`src/rtl/pmsq_regs.vh`:
```
`ifndef PMSQ_REGS_VH
`define PMSQ_REGS_VH

// ============================================================
// Register offsets (byte addresses)
`define PMSQ_CTRL_OFS      8'h00
`define PMSQ_STATUS_OFS    8'h04
`define PMSQ_FAULT_OFS     8'h08
`define PMSQ_INT_STAT_OFS  8'h0c
`define PMSQ_INT_MASK_OFS  8'h10

// ============================================================
// Control register fields
`define PMSQ_MON_LSB       0
`define PMSQ_MON_MSB       2
`define PMSQ_THR_LSB       3
`define PMSQ_THR_MSB       4
`define PMSQ_POR_LSB       5
`define PMSQ_POR_MSB       6
`define PMSQ_WAKE_LSB      7
`define PMSQ_WAKE_MSB      9
`define PMSQ_PB_EN_BIT     10
`define PMSQ_HIB_BIT       11
`define PMSQ_CTRL_RST      11'h000
`define PMSQ_MON_LAST      3'h6
`define PMSQ_WAKE_NEVER    3'h7

// ============================================================
// Fault and interrupt layouts
`define PMSQ_FAULT_W       6
`define PMSQ_FLT_OT_BIT    4
`define PMSQ_FLT_EXT_BIT   5
`define PMSQ_INT_W         2
`define PMSQ_INT_WARN_BIT  0
`define PMSQ_INT_FLT_BIT   1

// ============================================================
// Timing
`define PMSQ_CLK_NS        8
`define PMSQ_CLK_KHZ       125000
`define PMSQ_STEP_NS       1000
`define PMSQ_POR_US        100
`define PMSQ_WAKE_MS       125

`endif

```
`src/rtl/pmsq_top.v`:
```
`timescale 1ns/10ps
`include "pmsq_regs.vh"
// What this block does
// - Enable three regulators in turn after system good
// - Release core when rails good, interval elapsed
// - Clocks available only after all supplies ready
// - Hibernate command shuts every regulator down
// - Wake timer 125 ms to 8 s, or never
// - Push button event wakes when enabled
// - Wake reruns full start-up, core reinitialized
// - Only fault status survives hibernate
// - Rail drop records fault, resets core
// - Hold reset until rails good, interval expired
// - Over-temperature fault resets core, unmaskable
// - Fault bits survive core reset, stay readable
// - Select one supply monitor source
// - Maskable temperature warning on first interrupt
// - Threshold reference has four levels
module pmsq_top #(
    parameter [31:0] POR_BASE_CYC  = `PMSQ_POR_US * `PMSQ_CLK_KHZ / 1000,
    parameter [31:0] WAKE_BASE_CYC = `PMSQ_WAKE_MS * `PMSQ_CLK_KHZ
) (
    input  wire        clk,
    input  wire        rst_b,
    input  wire [7:0]  addr,
    input  wire [31:0] wdata,
    input  wire        wr,
    input  wire        rd,
    output wire [31:0] rdata,
    input  wire        pg_sys,
    input  wire        pg_io,
    input  wire        pg_mix,
    input  wire        pg_core,
    input  wire        ot_warn,
    input  wire        ot_fault,
    input  wire        push_button_input,
    input  wire        external_reset_low,
    output wire        sys_reg_en,
    output wire [2:0]  reg_en,
    output wire        core_reset_b,
    output wire        clk_avail,
    output wire [2:0]  supply_monitor_signal,
    output wire [1:0]  threshold_reference_level,
    output wire        first_interrupt_line
);

// ============================================================
// States and timing
localparam [4:0] ST_SYSW = 5'h01;
localparam [4:0] ST_SEQ  = 5'h02;
localparam [4:0] ST_POR  = 5'h04;
localparam [4:0] ST_RUN  = 5'h08;
localparam [4:0] ST_HIB  = 5'h10;

localparam [31:0] STEP_CYC =
    (`PMSQ_STEP_NS + `PMSQ_CLK_NS - 1) / `PMSQ_CLK_NS;

reg  [4:0]  state_reg;
reg  [4:0]  state_next;
reg  [31:0] cnt_reg;
reg  [31:0] cnt_next;
reg  [2:0]  ren_reg;
reg  [2:0]  ren_next;
reg         sysen_reg;
reg         sysen_next;
reg         core_rst_b_reg;
reg         clk_av_reg;
reg  [10:0] ctrl_reg;
reg  [10:0] ctrl_next;
reg  [`PMSQ_FAULT_W-1:0] fault_reg;
reg  [`PMSQ_FAULT_W-1:0] fault_set;
reg  [`PMSQ_INT_W-1:0]   int_reg;
reg  [`PMSQ_INT_W-1:0]   mask_reg;
reg  [31:0] rdata_reg;
reg         warn_d_reg;
reg         pb_d_reg;
reg         hib_exit;

wire [3:0]  pg;
wire        all_good;
wire [2:0]  mon_sel;
wire [1:0]  por_sel;
wire [2:0]  wake_sel;
wire        pb_en;
wire [31:0] por_cyc;
wire [31:0] wake_cyc;
wire        wr_ctrl;
wire        wr_fault;
wire        wr_int;
wire        wr_mask;
wire        hib_cmd;
wire        pb_rise;
wire        warn_rise;
wire        hold_rst;
wire [`PMSQ_INT_W-1:0] int_evt;
reg  [31:0] rd_word;
genvar      gi;

// ============================================================
// Decode and field views
assign pg        = {pg_core, pg_mix, pg_io, pg_sys};
assign all_good  = &pg;
assign mon_sel   = ctrl_reg[`PMSQ_MON_MSB:`PMSQ_MON_LSB];
assign por_sel   = ctrl_reg[`PMSQ_POR_MSB:`PMSQ_POR_LSB];
assign wake_sel  = ctrl_reg[`PMSQ_WAKE_MSB:`PMSQ_WAKE_LSB];
assign pb_en     = ctrl_reg[`PMSQ_PB_EN_BIT];
// Interval doubles per select step, so one base count covers the range
assign por_cyc   = POR_BASE_CYC << por_sel;
assign wake_cyc  = WAKE_BASE_CYC << wake_sel;
assign wr_ctrl   = wr && (addr == `PMSQ_CTRL_OFS);
assign wr_fault  = wr && (addr == `PMSQ_FAULT_OFS);
assign wr_int    = wr && (addr == `PMSQ_INT_STAT_OFS);
assign wr_mask   = wr && (addr == `PMSQ_INT_MASK_OFS);
assign hib_cmd   = wr_ctrl && wdata[`PMSQ_HIB_BIT];
assign pb_rise   = push_button_input && !pb_d_reg;
assign warn_rise = ot_warn && !warn_d_reg;
assign hold_rst  = !all_good || ot_fault || !external_reset_low;
assign int_evt[`PMSQ_INT_WARN_BIT] = warn_rise;
assign int_evt[`PMSQ_INT_FLT_BIT]  = |fault_set;

// ============================================================
// Power sequencer
always @* begin
    state_next = state_reg;
    cnt_next   = cnt_reg;
    ren_next   = ren_reg;
    sysen_next = sysen_reg;
    fault_set  = {`PMSQ_FAULT_W{1'b0}};
    hib_exit   = 1'b0;
    case (state_reg)
        ST_SYSW: begin
            sysen_next = 1'b1;
            if (pg_sys) begin
                state_next = ST_SEQ;
                ren_next   = 3'h1;
                cnt_next   = STEP_CYC;
            end
        end
        ST_SEQ: begin
            if (cnt_reg != 32'h0) begin
                cnt_next = cnt_reg - 32'h1;
            end else if (ren_reg[2]) begin
                state_next = ST_POR;
                cnt_next   = por_cyc;
            end else begin
                // One more regulator per step, never two at once
                ren_next = {ren_reg[1:0], 1'b1};
                cnt_next = STEP_CYC;
            end
        end
        ST_POR: begin
            // Any bad rail restarts the full interval
            if (hold_rst) begin
                cnt_next = por_cyc;
            end else if (cnt_reg == 32'h0) begin
                state_next = ST_RUN;
            end else begin
                cnt_next = cnt_reg - 32'h1;
            end
        end
        ST_RUN: begin
            fault_set = {~external_reset_low, ot_fault, ~pg};
            if (|fault_set) begin
                state_next = ST_POR;
                cnt_next   = por_cyc;
            end else if (hib_cmd) begin
                state_next = ST_HIB;
                ren_next   = 3'h0;
                sysen_next = 1'b0;
                cnt_next   = wake_cyc;
            end
        end
        ST_HIB: begin
            if ((pb_en && pb_rise) ||
                (wake_sel != `PMSQ_WAKE_NEVER && cnt_reg == 32'h0)) begin
                state_next = ST_SYSW;
                hib_exit   = 1'b1;
            end else if (cnt_reg != 32'h0) begin
                cnt_next = cnt_reg - 32'h1;
            end
        end
        default: begin
            state_next = ST_SYSW;
            ren_next   = 3'h0;
            sysen_next = 1'b0;
        end
    endcase
end

// ============================================================
// Software visible state
always @* begin
    ctrl_next = ctrl_reg;
    if (wr_ctrl) begin
        ctrl_next = wdata[10:0];
        // Source 7 has no analog input behind it, keep the old one
        if (wdata[`PMSQ_MON_MSB:`PMSQ_MON_LSB] > `PMSQ_MON_LAST) begin
            ctrl_next[`PMSQ_MON_MSB:`PMSQ_MON_LSB] = mon_sel;
        end
    end
    // Hibernate is only left through a fresh start: volatile state drops
    if (hib_exit) begin
        ctrl_next = `PMSQ_CTRL_RST;
    end
end

// ============================================================
// Interrupt status and mask, one slice per source
generate
    for (gi = 0; gi < `PMSQ_INT_W; gi = gi + 1) begin : g_int
        always @(posedge clk or negedge rst_b) begin
            if (!rst_b) begin
                int_reg[gi]  <= 1'b0;
                mask_reg[gi] <= 1'b0;
            end else begin
                if (hib_exit) begin
                    mask_reg[gi] <= 1'b0;
                end else if (wr_mask) begin
                    mask_reg[gi] <= wdata[gi];
                end
                // Event wins over a clear in the same cycle, so none is lost
                if (int_evt[gi]) begin
                    int_reg[gi] <= 1'b1;
                end else if (hib_exit) begin
                    int_reg[gi] <= 1'b0;
                end else if (wr_int && wdata[gi]) begin
                    int_reg[gi] <= 1'b0;
                end
            end
        end
    end
endgenerate

// ============================================================
// Persistent fault bits: only the chip reset clears them besides software
generate
    for (gi = 0; gi < `PMSQ_FAULT_W; gi = gi + 1) begin : g_fault
        always @(posedge clk or negedge rst_b) begin
            if (!rst_b) begin
                fault_reg[gi] <= 1'b0;
            end else if (fault_set[gi]) begin
                fault_reg[gi] <= 1'b1;
            end else if (wr_fault && wdata[gi]) begin
                fault_reg[gi] <= 1'b0;
            end
        end
    end
endgenerate

// ============================================================
// Sequencer flops
always @(posedge clk or negedge rst_b) begin
    if (!rst_b) begin
        state_reg      <= ST_SYSW;
        cnt_reg        <= 32'h0;
        ren_reg        <= 3'h0;
        sysen_reg      <= 1'b0;
        core_rst_b_reg <= 1'b0;
        clk_av_reg     <= 1'b0;
    end else begin
        state_reg      <= state_next;
        cnt_reg        <= cnt_next;
        ren_reg        <= ren_next;
        sysen_reg      <= sysen_next;
        core_rst_b_reg <= (state_next == ST_RUN);
        clk_av_reg     <= (state_next == ST_RUN);
    end
end

// ============================================================
// Control register
always @(posedge clk or negedge rst_b) begin
    if (!rst_b) begin
        ctrl_reg <= `PMSQ_CTRL_RST;
    end else begin
        ctrl_reg <= ctrl_next;
    end
end

// ============================================================
// Edge detectors, idle low like their pins so reset makes no false edge
always @(posedge clk or negedge rst_b) begin
    if (!rst_b) begin
        warn_d_reg <= 1'b0;
        pb_d_reg   <= 1'b0;
    end else begin
        warn_d_reg <= ot_warn;
        pb_d_reg   <= push_button_input;
    end
end

// ============================================================
// Register read port, data one cycle after the strobe
wire [31:0] status_word;

assign status_word = {18'h0,
                      ren_reg,
                      state_reg,
                      ot_fault,
                      ot_warn,
                      pg};

always @* begin
    case (addr)
        `PMSQ_CTRL_OFS: begin
            rd_word = {21'h0, ctrl_reg};
        end
        `PMSQ_STATUS_OFS: begin
            rd_word = status_word;
        end
        `PMSQ_FAULT_OFS: begin
            rd_word = {26'h0, fault_reg};
        end
        `PMSQ_INT_STAT_OFS: begin
            rd_word = {30'h0, int_reg};
        end
        `PMSQ_INT_MASK_OFS: begin
            rd_word = {30'h0, mask_reg};
        end
        default: begin
            rd_word = 32'h0;
        end
    endcase
end

// Idle cycles return zero so a stale word never looks like fresh data
always @(posedge clk or negedge rst_b) begin
    if (!rst_b) begin
        rdata_reg <= 32'h0;
    end else if (rd) begin
        rdata_reg <= rd_word;
    end else begin
        rdata_reg <= 32'h0;
    end
end

// ============================================================
// Outputs
assign rdata                     = rdata_reg;
assign sys_reg_en                = sysen_reg;
assign reg_en                    = ren_reg;
assign core_reset_b              = core_rst_b_reg;
assign clk_avail                 = clk_av_reg;
assign supply_monitor_signal     = mon_sel;
assign threshold_reference_level =
    ctrl_reg[`PMSQ_THR_MSB:`PMSQ_THR_LSB];
// Over-temperature reset has no mask path; the warning and fault interrupts are both gated by the mask
assign first_interrupt_line      = |(int_reg & mask_reg);

endmodule

```
`config.mk`:
```
export PLATFORM = sky130hd
export DESIGN_NAME = pmsq_top
export DESIGN_NICKNAME = d
export VERILOG_FILES = /design/src/rtl/pmsq_top.v
export VERILOG_INCLUDE_DIRS = /design/src /design/src/rtl
export SDC_FILE = /design/constraint.sdc
export NUM_CORES = 1
export LEC_CHECK = 0
export ABC_AREA = 0
export BUFFER_PORTS_ARGS = -buffer_cell sky130_fd_sc_hd__buf_2
export CAP_MARGIN = 20
export CORE_MARGIN = 1.5
export CORE_UTILIZATION = 50
export CTS_BUF_LIST = sky130_fd_sc_hd__clkbuf_4
export DETAILED_ROUTE_END_ITERATION = 6
export PLACE_DENSITY = 0.82
export SETUP_SLACK_MARGIN = 0.15
export SYNTH_ARGS = -nofsm -noshare
export SYNTH_HDL_FRONTEND = slang
export SYNTH_SLANG_ARGS = --single-unit
```
`constraint.sdc`:
```
create_clock -name clk -period 4.04 [get_ports clk]
set_clock_uncertainty 0.2 [all_clocks]
set_input_delay 0.202 -clock clk [delete_from_list [all_inputs] [get_ports clk]]
set_output_delay 0.202 -clock clk [all_outputs]
set_load 0.02 [all_outputs]
```
---- After elaboration in Yosys (flattened, before gate mapping) ----
Index checks and enable logic that the tools add are counted.
word-level totals
  register bits after elaboration ......... 97
  bits of input ports ..................... 52
  output and inout port bits .............. 44
operators by class
  $add $sub $neg .......................... 1
  order comparisons ....................... 1
  equality and inequality tests ........... 21
  shift operators ......................... 2
  muxes and demuxes ....................... 58
  bitwise operators ....................... 5
  reductions and logical operators ........ 49
operators by type and width
  kind                                                                   number
  32-bit 2-to-1 mux                                                      9
  32-bit one-hot mux with 5 select lines                                 1
  14-bit one-hot mux with 5 select lines                                 1
  5-bit 2-to-1 mux                                                       8
  32-bit logical NOT                                                     1
  32-bit nonzero test                                                    1
  14-bit by 2-bit << shifter with 32-bit output (first input constant)   1
  24-bit by 3-bit << shifter with 32-bit output (first input constant)   1
  32-bit by 1-bit subtractor with 32-bit output (second input constant)  1
  1-bit 2-to-1 mux                                                       26
  5-bit one-hot mux with 5 select lines                                  1
  11-bit 2-to-1 mux                                                      2
  3-bit 2-to-1 mux                                                       6
  1-bit logical AND                                                      17
  8-bit by 4-bit == test with 1-bit output (second input constant)       2
  2-bit != test (second input constant)                                  8
  2-bit nonzero test                                                     8
  14-bit 2-to-1 mux                                                      1
  3-bit one-hot mux with 4 select lines                                  1
  6-bit AND reduction                                                    2
  6-bit OR reduction                                                     2
  5-bit by 4-bit == test with 1-bit output (second input constant)       2
  3-bit != test (second input constant)                                  3
  8-bit by 3-bit == test with 1-bit output (second input constant)       1
  other kinds (22)                                                       31

---- Logic depth before layout (Yosys ltp) ----
Gate-level depths: netlist (run 1).
  depth in word-level cells ............... 8
  mapped depth ............................ 11
  depth with buffers taken out ............ 9

---- Worst setup path after synthesis (run 1) ----
OpenSTA, ideal clock, no wires.
  path type ............................... register to register
  start ................................... register state_reg[4]
  end ..................................... register cnt_reg[14]
  library setup time ...................... 0.139 ns
  arrival ................................. 2.384 ns
  required time ........................... 3.701 ns
  slack ................................... 1.317 ns
  stages on the path, launching flop included .. 10
  cells stage by stage .................... dfrtp_1 > or3_4 > nor3b_4 > nor4_2 > and2_4 > or4_4 > buf_6 > buf_6 > a31oi_1 > o22ai_2
on the way
  longest elaborated chain between the ends .. 3
  elaborated cells on any way between the ends .. 13
  those cells by class .................... eq/ne: 10; mux: 1; reduce/logical: 2
RTL lines
  element                                                                 RTL line        source
  start: declaration                                                      pmsq_top.v:58   reg [4:0] state_reg;
  start signal: assignment                                                pmsq_top.v:261  state_reg <= state_next;
  5-bit by 3-bit == test with 1-bit output, or another cell as far along  pmsq_top.v:130  case (state_reg)
  3-bit != test (no source line), or another cell as far along            -
  6-bit AND reduction (no source line)                                    -
  end signal: assignment                                                  pmsq_top.v:262  cnt_reg <= cnt_next;
  end: declaration                                                        pmsq_top.v:60   reg [31:0] cnt_reg;
Parallel ways exist; a longest one is shown, timed or not.
A chain may end at the register's enable or synchronous reset.

---- Worst setup path in the final report (run 1) ----
  start ................................... register cnt_reg[4]
  end ..................................... register cnt_reg[9]
on the way
  longest elaborated chain between the ends .. 5
  elaborated cells on any way between the ends .. 15
  those cells by class .................... add/sub: 1; eq/ne: 3; mux: 6; reduce/logical: 5
RTL lines
  element
  parallel branches: the longest is 5 deep, another holds 32-bit by 1-bit subtractor with 32-bit output
Parallel ways; which one is timed is not known. The select of a mux whose other input is x is not followed.

==> out/qor.yml, run 1 <==
finish:
  syn_to_final_growth_pct: 16.3
  finalNetCount: 752
  instances_no_fill: 824
  final_core_util_pct: 60.5
  num_antenna_cells: 0
  largest_reg_flops: 32
  drive_gt1_share_pct: 14.5
  final_area_um2: 5970
yosys:
  synthArstFlopShare_pct: 100
  synth.avg_cell_area_um2: 8.47
  synth_warnings: 0
  synthTopCellsByArea: "dfrtp_1 38%, a21oi_1 5.1%, o21ai_0 4.7%"
  synth_top_cell_by_area: "dfrtp_1"
  synth_seq_cells: 79
  synthCells: 606
  synth_top_area_share_pct: 38.0
  synthesis.area_um2: 5130
  synth_ff_type: "dfrtp_1"
  seq_area_frac_synth_pct: 38.5
  ys_types: 71
  synth_edf_count: 0
grt:
  grt_pass1_wl_um: 26100
  grt_start_max_net_pins: 80
  antenna_found_initial: 0
  grt_pass1_vias: 5234
  grtUsageTotal_pct: 29.9
  grt_overflow: 0
cts:
  cts_root_buf: "clkbuf_4"
  cts.htree.levels: 3
  clkLatencyLatePin_ns: 0.47
  path_clk_slew_ns: 0.14
  cts.path.max_buffers: 2
  cts_tree: "built"
  cts_made_buffers: 9
  cts_resized: 0
  clock-sinks: 79
sta:
  tns_ns: 0
  min_period_over_period_pct: 83.0
  tightest_slew_ns: 0.921
  fmax_ghz: 0.298
  layout_min_cycle_time_ns: 3.35
  setup_violations: 0
  maxSlewHeadroom_pct: 38.1
  hold_violations: 0
  rsz0062_at_grt: "no"
  slew_viol_final: 0
placed_design:
  place.gp.congestion: 0.972
  dpl.hpwl_um: 10600
  postPlaceCellArea_um2: 5400
  dpl.cell_count: 766
  io_buffers: 57
power:
  switchingPower_w: 0.000950
  seqPwrFrac_pct: 42.0
  p_int_w: 0.00135
  power_leakage_nw: 2.61
  pwr_density_cell_nw_per_um2: 386
  switching_share_pct: 41.2
  clockPowerShare_pct: 21.3
  peakVddDrop_v: 0.000204
  pwr-share-comb_pct: 36.8
status:
  outcome: "finished, final reports clean"
setup_path:
  crit_type: "reg2reg"
  cp-start-kind: "register"
  critPathMaxFanout: 12
  worstPathRequired_ns: 4.24
  end_kind: "register"
  arrival_ns: 3.56
route:
  drtPass1Iterations: 5
  dr.first_iter.drc_count: 610
  ant_nets: 0
  drt_wl_total_um: 16000
  detail_route.vias_per_cell: 6.54
  vias: 5387
  wl_per_cell_um: 19.4
  drc: 0
min_path:
  hp-class: "in2reg"
floorplanning:
  die_y_um: 104
  core_area_um2: 9860
  boundaryPins: 96
  die_w_um: 104
  row_count: 36
  die_area_um2: 10900
  start_util_pct: 52.0
run:
  cap_violations: 0
## metrics by stage
stage	power, W	setup slack, ns	hold slack [ns]
after global placement	0.00174	0.904	0.150
final	0.00230	0.687	0.0566
after floorplan	0.00157	1.32	-0.294
after global routing	0.00242	0.562	0.0825
after CTS	0.00227	0.790	0.0382
after detailed placement	0.00177	0.798	0.151
## worst paths after layout
kind / start / end / slack (ns) / cells past startpoint
min in group asynchronous: rst_b / cnt_reg[18]$_DFFE_PN0P_ / 0.41 / 3
max reg2reg: cnt_reg[4]$_DFFE_PN0P_ / cnt_reg[9]$_DFFE_PN0P_ / 0.69 / 7
max: cnt_reg[4]$_DFFE_PN0P_ / cnt_reg[9]$_DFFE_PN0P_ / 0.69 / 7
max in group asynchronous: rst_b / state_reg[0]$_DFF_PN1_ / 2.66 / 4
min: addr[1] / rdata[1]$_DFF_PN0_ / 0.06 / 4
min reg2reg: warn_d_reg$_DFF_PN0_ / int_reg[0]$_DFFE_PN0P_ / 0.26 / 1
## area by class of cell
type                            instances  area, um2
Fill cell                             817       3890
Tap cell                              133        166
Multi-Input combinational cell        471       2820
Clock buffer                           10       75.1
Clock inverter                          6       61.3
Sequential cell                        79       1980
Timing Repair Buffer                  111        816
Inverter                               14       52.6
## cells by family (layout without fill, tap and decap cells)
logic type | after synthesis | in the layout | synth area share [%]
AOI/OAI and AO/OA | 183 | 183 | 22.4
xor gates and xnor gates | 8 | 8 | 1.36
adders and majority gates | 14 | 14 | 3.41
buffers and inverters | 73 | 141 | 7.73
DFF | 79 | 79 | 38.5
muxes | 9 | 9 | 1.75
other | 1 | 18 | 0.0730
and+or+nand+nor | 239 | 239 | 24.7
## worst max-delay path: stages (launching register included)
cell and delay, ns:
dfrtp_1 0.47, nor4_1 0.56, nand2_1 0.29, or3_1 0.64, o21bai_1 0.62, a22oi_1 0.25
o21ai_0 0.13, a22o_1 0.14
## what timing repair did
item / in CTS / in global routing
hold buffers: 40 / 1
endpoints found under the hold margin: 111 / 3
setup buffers: 0 / 0
## power by group through the flow
stage	clock, W	combinational, W	sequential [W]
2_1_floorplan	0	0.000627	0.000946
3_3_place_gp	0	0.000766	0.000971
3_5_place_dp	0	0.000794	0.000975
4_1_cts	0.000490	0.000816	0.000961
5_1_grt	0.000523	0.000915	0.000981
6_report	0.000490	0.000847	0.000967
## synthesized netlist by cell type (4+ instances only)
library cell  count
nor2_1           58
xnor2_1           5
nor3b_1           4
or4_1             5
o22ai_1           9
nand3_1          17
a22oi_1          10
a22o_1            9
mux2i_1           9
o21ai_0          48
a31oi_1           7
a221oi_1          4
or3_1             7
and3_1            8
and2_1            4
buf_2             7
nor4_1           21
a21oi_1          52
dfrtp_1          78
buf_4            26
nor3_1           19
o21ai_1           4
clkbuf_1         20
nand2b_1          4
o211ai_1          5
o2bb2ai_1         8
ha_1             14
nand2_1          60
inv_1            14
nand3b_1          7
## placed cells by master, fill, tap and decap left out, types with 7 or more instances in the layout
cell / count
a22o_1: 9
and3_1: 8
a21oi_1: 52
nand2_1: 60
nand3_1: 17
mux2i_1: 9
a22oi_1: 10
dfrtp_1: 78
nand3b_1: 7
nor4_1: 21
o22ai_1: 9
clkbuf_4: 10
conb_1: 18
buf_4: 13
o2bb2ai_1: 8
a31oi_1: 7
nor2_1: 58
inv_1: 14
o21ai_0: 48
ha_1: 14
buf_2: 56
nor3_1: 19
dlygate4sd3_1: 41
or3_1: 7
## routing by layer
layer	GRT usage (%)	wire [um]	vias up
met2	46.4	7430	377
met4	17.4	664	0
met1	38.2	6240	2589
met5	0	0	-
li1	-	-	2340
met3	6.45	1640	81
No activity file was read; power rests on OpenSTA's default activity.
==> run 2, diff against run 1 <==
--- a/config.mk
+++ b/config.mk
@@ -6,14 +6,14 @@
 export SDC_FILE = /design/constraint.sdc
 export NUM_CORES = 1
 export LEC_CHECK = 0
-export ABC_AREA = 0
+export ABC_AREA = 1
 export BUFFER_PORTS_ARGS = -buffer_cell sky130_fd_sc_hd__buf_2
 export CAP_MARGIN = 20
 export CORE_MARGIN = 1.5
 export CORE_UTILIZATION = 50
 export CTS_BUF_LIST = sky130_fd_sc_hd__clkbuf_4
 export DETAILED_ROUTE_END_ITERATION = 6
-export PLACE_DENSITY = 0.82
+export PLACE_DENSITY = 0.84
 export SETUP_SLACK_MARGIN = 0.15
 export SYNTH_ARGS = -nofsm -noshare
 export SYNTH_HDL_FRONTEND = slang
==> constraint.sdc (replaced) <==
create_clock -name clk -period 3 [get_ports clk]
set_clock_uncertainty 0.2 [all_clocks]
set_input_delay 0.15 -clock clk [delete_from_list [all_inputs] [get_ports clk]]
set_output_delay 0.15 -clock clk [all_outputs]
set_load 0.02 [all_outputs]
==> run 2 against run 1 <==
Effect of this change: flip-flop and latch count is the same; global-route usage grew 0.60 points; worst setup slack lost 0.44 ns; final cell count increased by 35%; count of clock-buffer cells in the layout grew 1; register-to-register slack worse by 0.44 ns; design area is 12% higher; die area up 12%; sequential power grew 34%; utilization down 1.5 points; critical path depth grew 4; clock power increased by 39%; critical path type unchanged.
==> out/qor.yml, run 2 <==
setup_path:
  worstPathRequired_ns: 3.16
  crit_type: "reg2reg"
  arrival_ns: 2.91
  r2r_cells: 11
  critPathMaxFanout: 17
  path_depth: 11
  slowest_stage: "dlygate4sd3_1"
  cp-start-kind: "register"
  path_cells: "nor2_2, nand2_1, nor2_1, nand2_2, nor2_8, nand2_2, nand2_4, nand2_4, nand2_1, o21ai_0, dlygate4sd3_1"
  slowest_delay_ns: 0.56
  end_kind: "register"
  cp_num_buf_inv: 1
  crit_family: "simple AND/OR/NAND/NOR gates"
cts:
  cts_made_buffers: 9
  cts.htree.levels: 3
  path_clk_slew_ns: 0.13
  cts_root_buf: "clkbuf_4"
  clock-sinks: 79
  cts.path.max_buffers: 2
  clkLatencyLatePin_ns: 0.46
  cts_tree: "built"
min_path:
  min_path_cells: 6
  hp-class: "in2reg"
grt:
  grt_start_max_net_pins: 80
  grt_pass1_vias: 5553
  grt_pass1_wl_um: 28100
  grt_overflow: 0
  antenna_found_initial: 0
  grtUsageTotal_pct: 30.5
finish:
  drive_gt1_share_pct: 12.9
  final_common_cell: "nand2_1"
  finalNetCount: 1031
  largest_reg_flops: 32
  fillCellCount: 1047
  final_cell_mix: "283 x nand2_1, 114 x nor2_1, 81 x nand3_1"
  num_antenna_cells: 0
  syn_to_final_growth_pct: 15.8
route:
  ant_nets: 0
  detail_route.vias_per_cell: 5.57
  dr.first_iter.drc_count: 829
  drt_wl_total_um: 17600
  wl_per_cell_um: 15.9
  vias: 6204
  drc: 0
  drtPass1Iterations: 6
floorplanning:
  boundaryPins: 96
  core_area_um2: 11300
  row_count: 39
  die_w_um: 110
  die_area_um2: 12200
  die_y_um: 110
  start_util_pct: 50.9
yosys:
  synthCells: 868
  synth_top_cell_by_area: "dfrtp_1"
  synth_most_common_cell: "nand2_1"
  synth_warnings: 0
  synth_ff_type: "dfrtp_1"
  ys_types: 43
  synthTopCellsByCount: "283 x nand2_1, 116 x nor2_1, 81 x nand3_1, 79 x inv_1, 78 x dfrtp_1"
  synth.avg_cell_area_um2: 6.64
  synthTopCellsByArea: "dfrtp_1 34%, nand2_1 18%, nor2_1 7.6%"
  synth_top_area_share_pct: 33.8
  synthArstFlopShare_pct: 100
  seq_area_frac_synth_pct: 34.3
  synthesis.area_um2: 5770
  synth_seq_cells: 79
  synth_edf_count: 0
sta:
  tns_ns: 0
  fmax_ghz: 0.363
  setup_violations: 0
  tightest_slew_ns: 0.602
  maxSlewHeadroom_pct: 59.8
  min_period_over_period_pct: 91.8
  slew_viol_final: 0
  rsz0062_at_grt: "no"
  layout_min_cycle_time_ns: 2.75
  layout_setup_ws_ns: 0.246
  hold_violations: 0
placed_design:
  place.gp.congestion: 0.978
  pre_cts_ws_ns: 0.468
  io_buffers: 57
  dpl.hpwl_um: 12000
power:
  power_leakage_nw: 3.59
  pwr_density_cell_nw_per_um2: 506
  peakVddDrop_v: 0.000568
status:
  outcome: "finished, final reports clean"
run:
  cap_violations: 0
## run 2: final cells by class
| type | instances | area, um2 | share of cell area (%) |
|---|---|---|---|
| inverter | 86 | 328 | 4.91 |
| tap | 143 | 179 | 2.68 |
| multi-input combinational | 679 | 3240 | 48.6 |
| sequential | 79 | 1980 | 29.6 |
| clock inverter | 5 | 57.6 | 0.862 |
| timing repair buffer | 110 | 811 | 12.1 |
| clock buffer | 11 | 82.6 | 1.24 |
## run 2: per-stage QoR
| stage | utilization, % | hold WS (ns) | cell area (um2) | cells | total power, W |
|---|---|---|---|---|---|
| 6_report | 59.0 | 0.0595 | 6680 | 1113 | 0.00338 |
| 5_1_grt | 59.0 | 0.0747 | 6680 | 1113 | 0.00362 |
| 2_1_floorplan | - | -0.346 | 5830 | 885 | 0.00235 |
| 3_3_place_gp | 53.6 | 0.0750 | 6070 | 1052 | 0.00261 |
| 3_5_place_dp | 53.6 | 0.0741 | 6070 | 1052 | 0.00264 |
| 4_1_cts | 58.6 | 0.00906 | 6630 | 1110 | 0.00334 |
## run 2: worst paths after layout
check,endpoint,from,slack (ns)
hold reg to reg,int_reg[0]$_DFFE_PN0P_,warn_d_reg$_DFF_PN0_,0.23
setup reg to reg,mask_reg[0]$_DFFE_PN0P_,cnt_reg[23]$_DFFE_PN0P_,0.25
hold / removal,rdata[11]$_DFF_PN0_,addr[7],0.06
max in group asynchronous,state_reg[0]$_DFF_PN1_,rst_b,1.52
setup / recovery,mask_reg[0]$_DFFE_PN0P_,cnt_reg[23]$_DFFE_PN0P_,0.25
min in group asynchronous,cnt_reg[8]$_DFFE_PN0P_,rst_b,0.46
## run 2: cell families (layout without fill, tap and decap cells)
family	count (synthesis)	in the layout	share of synthesized area, %
compound gates	100	100	9.79
xor+xnor	15	15	2.28
fa+ha+maj	14	14	3.04
buf+inv	127	212	10.7
flops	79	79	34.3
other cells	1	18	0.0650
simple gates	532	532	39.9
## run 2: per-layer routing
layer / vias to the layer above / global-route usage [%] / wire length, um
met4: 0 / 11.6 / 725
met1: 2814 / 41.2 / 7360
met2: 389 / 47.1 / 7830
li1: 2921 / - / -
met5: - / 0 / 0
met3: 80 / 7.47 / 1720
## run 2: power breakdown
group / switching (W) / internal [W] / total [W]
Sequential: 0.000125 / 0.00118 / 0.00130
Clock: 0.000405 / 0.000273 / 0.000679
Combinational: 0.000976 / 0.000424 / 0.00140
Total: 0.00151 / 0.00187 / 0.00338
## run 2: worst reg2reg max path, cell delays in order (launching register included)
cell	delay (ns)
dfrtp_1	0.45
nor2_2	0.19
nand2_1	0.13
nor2_1	0.24
nand2_2	0.16
nor2_8	0.18
nand2_2	0.08
nand2_4	0.09
nand2_4	0.15
nand2_1	0.15
o21ai_0	0.09
dlygate4sd3_1	0.56
## run 2: what timing repair did
action	CTS	global route
hold buffers	42	1
setup endpoints to repair	0	2
setup buffers	0	0
hold endpoints to repair	118	22
resized for setup	0	2
==> run 3, diff against run 2 <==
--- a/config.mk
+++ b/config.mk
@@ -6,14 +6,14 @@
 export SDC_FILE = /design/constraint.sdc
 export NUM_CORES = 1
 export LEC_CHECK = 0
-export ABC_AREA = 1
+export ABC_AREA = 0
 export BUFFER_PORTS_ARGS = -buffer_cell sky130_fd_sc_hd__buf_2
 export CAP_MARGIN = 20
 export CORE_MARGIN = 1.5
 export CORE_UTILIZATION = 50
 export CTS_BUF_LIST = sky130_fd_sc_hd__clkbuf_4
 export DETAILED_ROUTE_END_ITERATION = 6
-export PLACE_DENSITY = 0.84
+export PLACE_DENSITY = 0.85
 export SETUP_SLACK_MARGIN = 0.15
 export SYNTH_ARGS = -nofsm -noshare
 export SYNTH_HDL_FRONTEND = slang
==> run 3 against run 2 <==
Effect of this change: the run now ends with design-rule violations, negative setup slack left; non-clock buffer count rose by 48; worst setup slack got worse by 0.25 ns; total power rose by 7.9%; final cell count fell by 22%; via count fell by 7.7%; count of clock-buffer cells in the layout fell by 2; first-iteration DRC count fell by 12%; utilization rose by 7.4 points; sequential share of layout area rose by 0.62 points; flip-flop and latch count did not move; critical endpoint is now cnt_reg[12]$_DFFE_PN0P_.
==> out/qor.yml, run 3 (same netlist as run 1, synthesis figures left out) <==
status:
  violations: "design-rule violations, negative setup slack"
  outcome: "complete, but fails checks"
route:
  vias: 5729
  drtPass1Iterations: 7
  ant_nets: 0
  wl_per_cell_um: 20.5
  detail_route.vias_per_cell: 6.57
  drt_wl_total_um: 17900
  drc: 6
  dr.first_iter.drc_count: 732
sta:
  min_period_over_period_pct: 100
  rsz0062_at_grt: "yes"
  tightest_slew_ns: 0.604
  hold_slack_ns: 0.136
  setup_violations: 2
  layout_min_cycle_time_ns: 3.01
  layout_setup_ws_ns: -0.00583
  tns_ns: -0.00844
  maxSlewHeadroom_pct: 59.5
  hold_violations: 0
  slew_viol_final: 0
  fmax_ghz: 0.333
min_path:
  min_path_cells: 5
  whs_endpoint: "clk_avail$_DFF_PN0_"
  hp-class: "in2reg"
  holdCritStartpoint: "wdata[11]"
cts:
  clkLatencyLatePin_ns: 0.47
  cts.htree.levels: 3
  cts_made_buffers: 9
  path_clk_slew_ns: 0.14
  clock-sinks: 79
  cts_tree: "built"
  cts.path.max_buffers: 2
  cts_root_buf: "clkbuf_4"
setup_path:
  end_kind: "register"
  arrival_ns: 3.16
  worstPathRequired_ns: 3.15
  slowest_stage: "or4_4"
  crit_type: "in2reg"
  r2r_slack_ns: 0.09
  critPathMostFrequentCell: "buf_4"
  r2r-start: "state_reg[4]$_DFF_PN0_"
  critPathMaxFanout: 13
  path_cells: "dlygate4sd3_1, buf_2, nor4_2, nand4_1, o2bb2ai_1, buf_4, or4_4, buf_12, buf_4, o21ai_0, o21ai_1"
  cp-start-kind: "primary input"
  slowest_delay_ns: 0.58
  r2r_cells: 10
  r2r_end: "cnt_reg[12]$_DFFE_PN0P_"
floorplanning:
  die_y_um: 104
  boundaryPins: 96
  row_count: 36
  die_w_um: 104
  core_area_um2: 9860
  die_area_um2: 10900
  start_util_pct: 52.0
finish:
  largest_reg_flops: 32
  finalNetCount: 799
  drive_gt1_share_pct: 22.9
  final_cell_mix: "76 x dfrtp_1, 60 x nand2_1, 56 x nor2_1, 56 x buf_2"
  syn_to_final_growth_pct: 27.6
  final_common_cell: "dfrtp_1"
  instances_no_fill: 872
run:
  cap_violations: 0
power:
  power_leakage_nw: 2.90
  peakVddDrop_v: 0.000309
  switchingPower_w: 0.00142
  p_int_w: 0.00223
  p_total_w: 0.00365
  switching_share_pct: 38.9
  pwr-share-comb_pct: 41.0
  seqPwrFrac_pct: 35.4
  clockPowerShare_pct: 23.5
  pwr_density_cell_nw_per_um2: 557
grt:
  grtUsageTotal_pct: 32.7
  grt_start_max_net_pins: 80
  grt_pass1_vias: 5293
  antenna_found_initial: 1
  grt_pass1_wl_um: 28000
  grt_overflow: 0
placed_design:
  place.gp.congestion: 1.00
  dpl.hpwl_um: 11300
  io_buffers: 57
  dpl.cell_count: 802
run 3: power groups by stage:
stage	logic [W]	clock network, W	registers, W
4_1_cts	0.00140	0.000851	0.00128
5_1_grt	0.00159	0.000904	0.00131
2_1_floorplan	0.000844	0	0.00127
3_3_place_gp	0.00121	0	0.00129
6_report	0.00150	0.000859	0.00129
3_5_place_dp	0.00124	0	0.00129
run 3: stage by stage:
step,setup slack (ns),util (%),area [um2]
final,-0.00583,66.4,6550
after global routing,-0.0152,66.4,6550
after CTS,0.135,64.9,6400
after detailed placement,-0.0240,57.7,5690
after global placement,0.0631,57.7,5690
after floorplan,0.277,-,5200
run 3: layer usage:
layer	track usage, %	up-vias	routed length (um)
met5	0	-	0
met3	6.39	104	2070
met2	52.3	492	8300
met1	42.5	2695	6600
li1	-	2438	-
met4	15.6	0	931
run 3: worst max path at each step:
stage | start | end | slack, ns | cells past startpoint
after floorplan | state_reg[4]$_DFF_PN0_ | cnt_reg[14]$_DFFE_PN0P_ | 0.28 | 9
after global placement | state_reg[4]$_DFF_PN0_ | cnt_reg[16]$_DFFE_PN0P_ | 0.06 | 8
after detailed placement | state_reg[4]$_DFF_PN0_ | cnt_reg[20]$_DFFE_PN0P_ | -0.02 | 8
after CTS | state_reg[4]$_DFF_PN0_ | cnt_reg[2]$_DFFE_PN0P_ | 0.13 | 12
after global routing | addr[2] | cnt_reg[11]$_DFFE_PN0P_ | -0.02 | 11
final | addr[2] | cnt_reg[12]$_DFFE_PN0P_ | -0.006 | 11
run 3: cell type report:
type                       count  area, um2
fill                         758       3310
multi-input combinational    471       2940
sequential                    79       1980
timing repair buffer         158       1220
tap                          133        166
clock inverter                 7        119
clock buffer                   9       67.6
inverter                      14       52.6
antenna                        1       2.50
run 3: timing repair:
item	CTS	global route
setup endpoints to repair	27	32
setup buffers	5	3
hold endpoints to repair	116	5
pin swaps	5	6
resized for setup	14	22
hold buffers	43	1
run 3: worst max-delay path, delay by kind of cell:
family,cells,cell delay [ns]
AOI/OAI and AO/OA,3,0.45
buffers and inverters,5,1.25
and+or+nand+nor,3,1.30
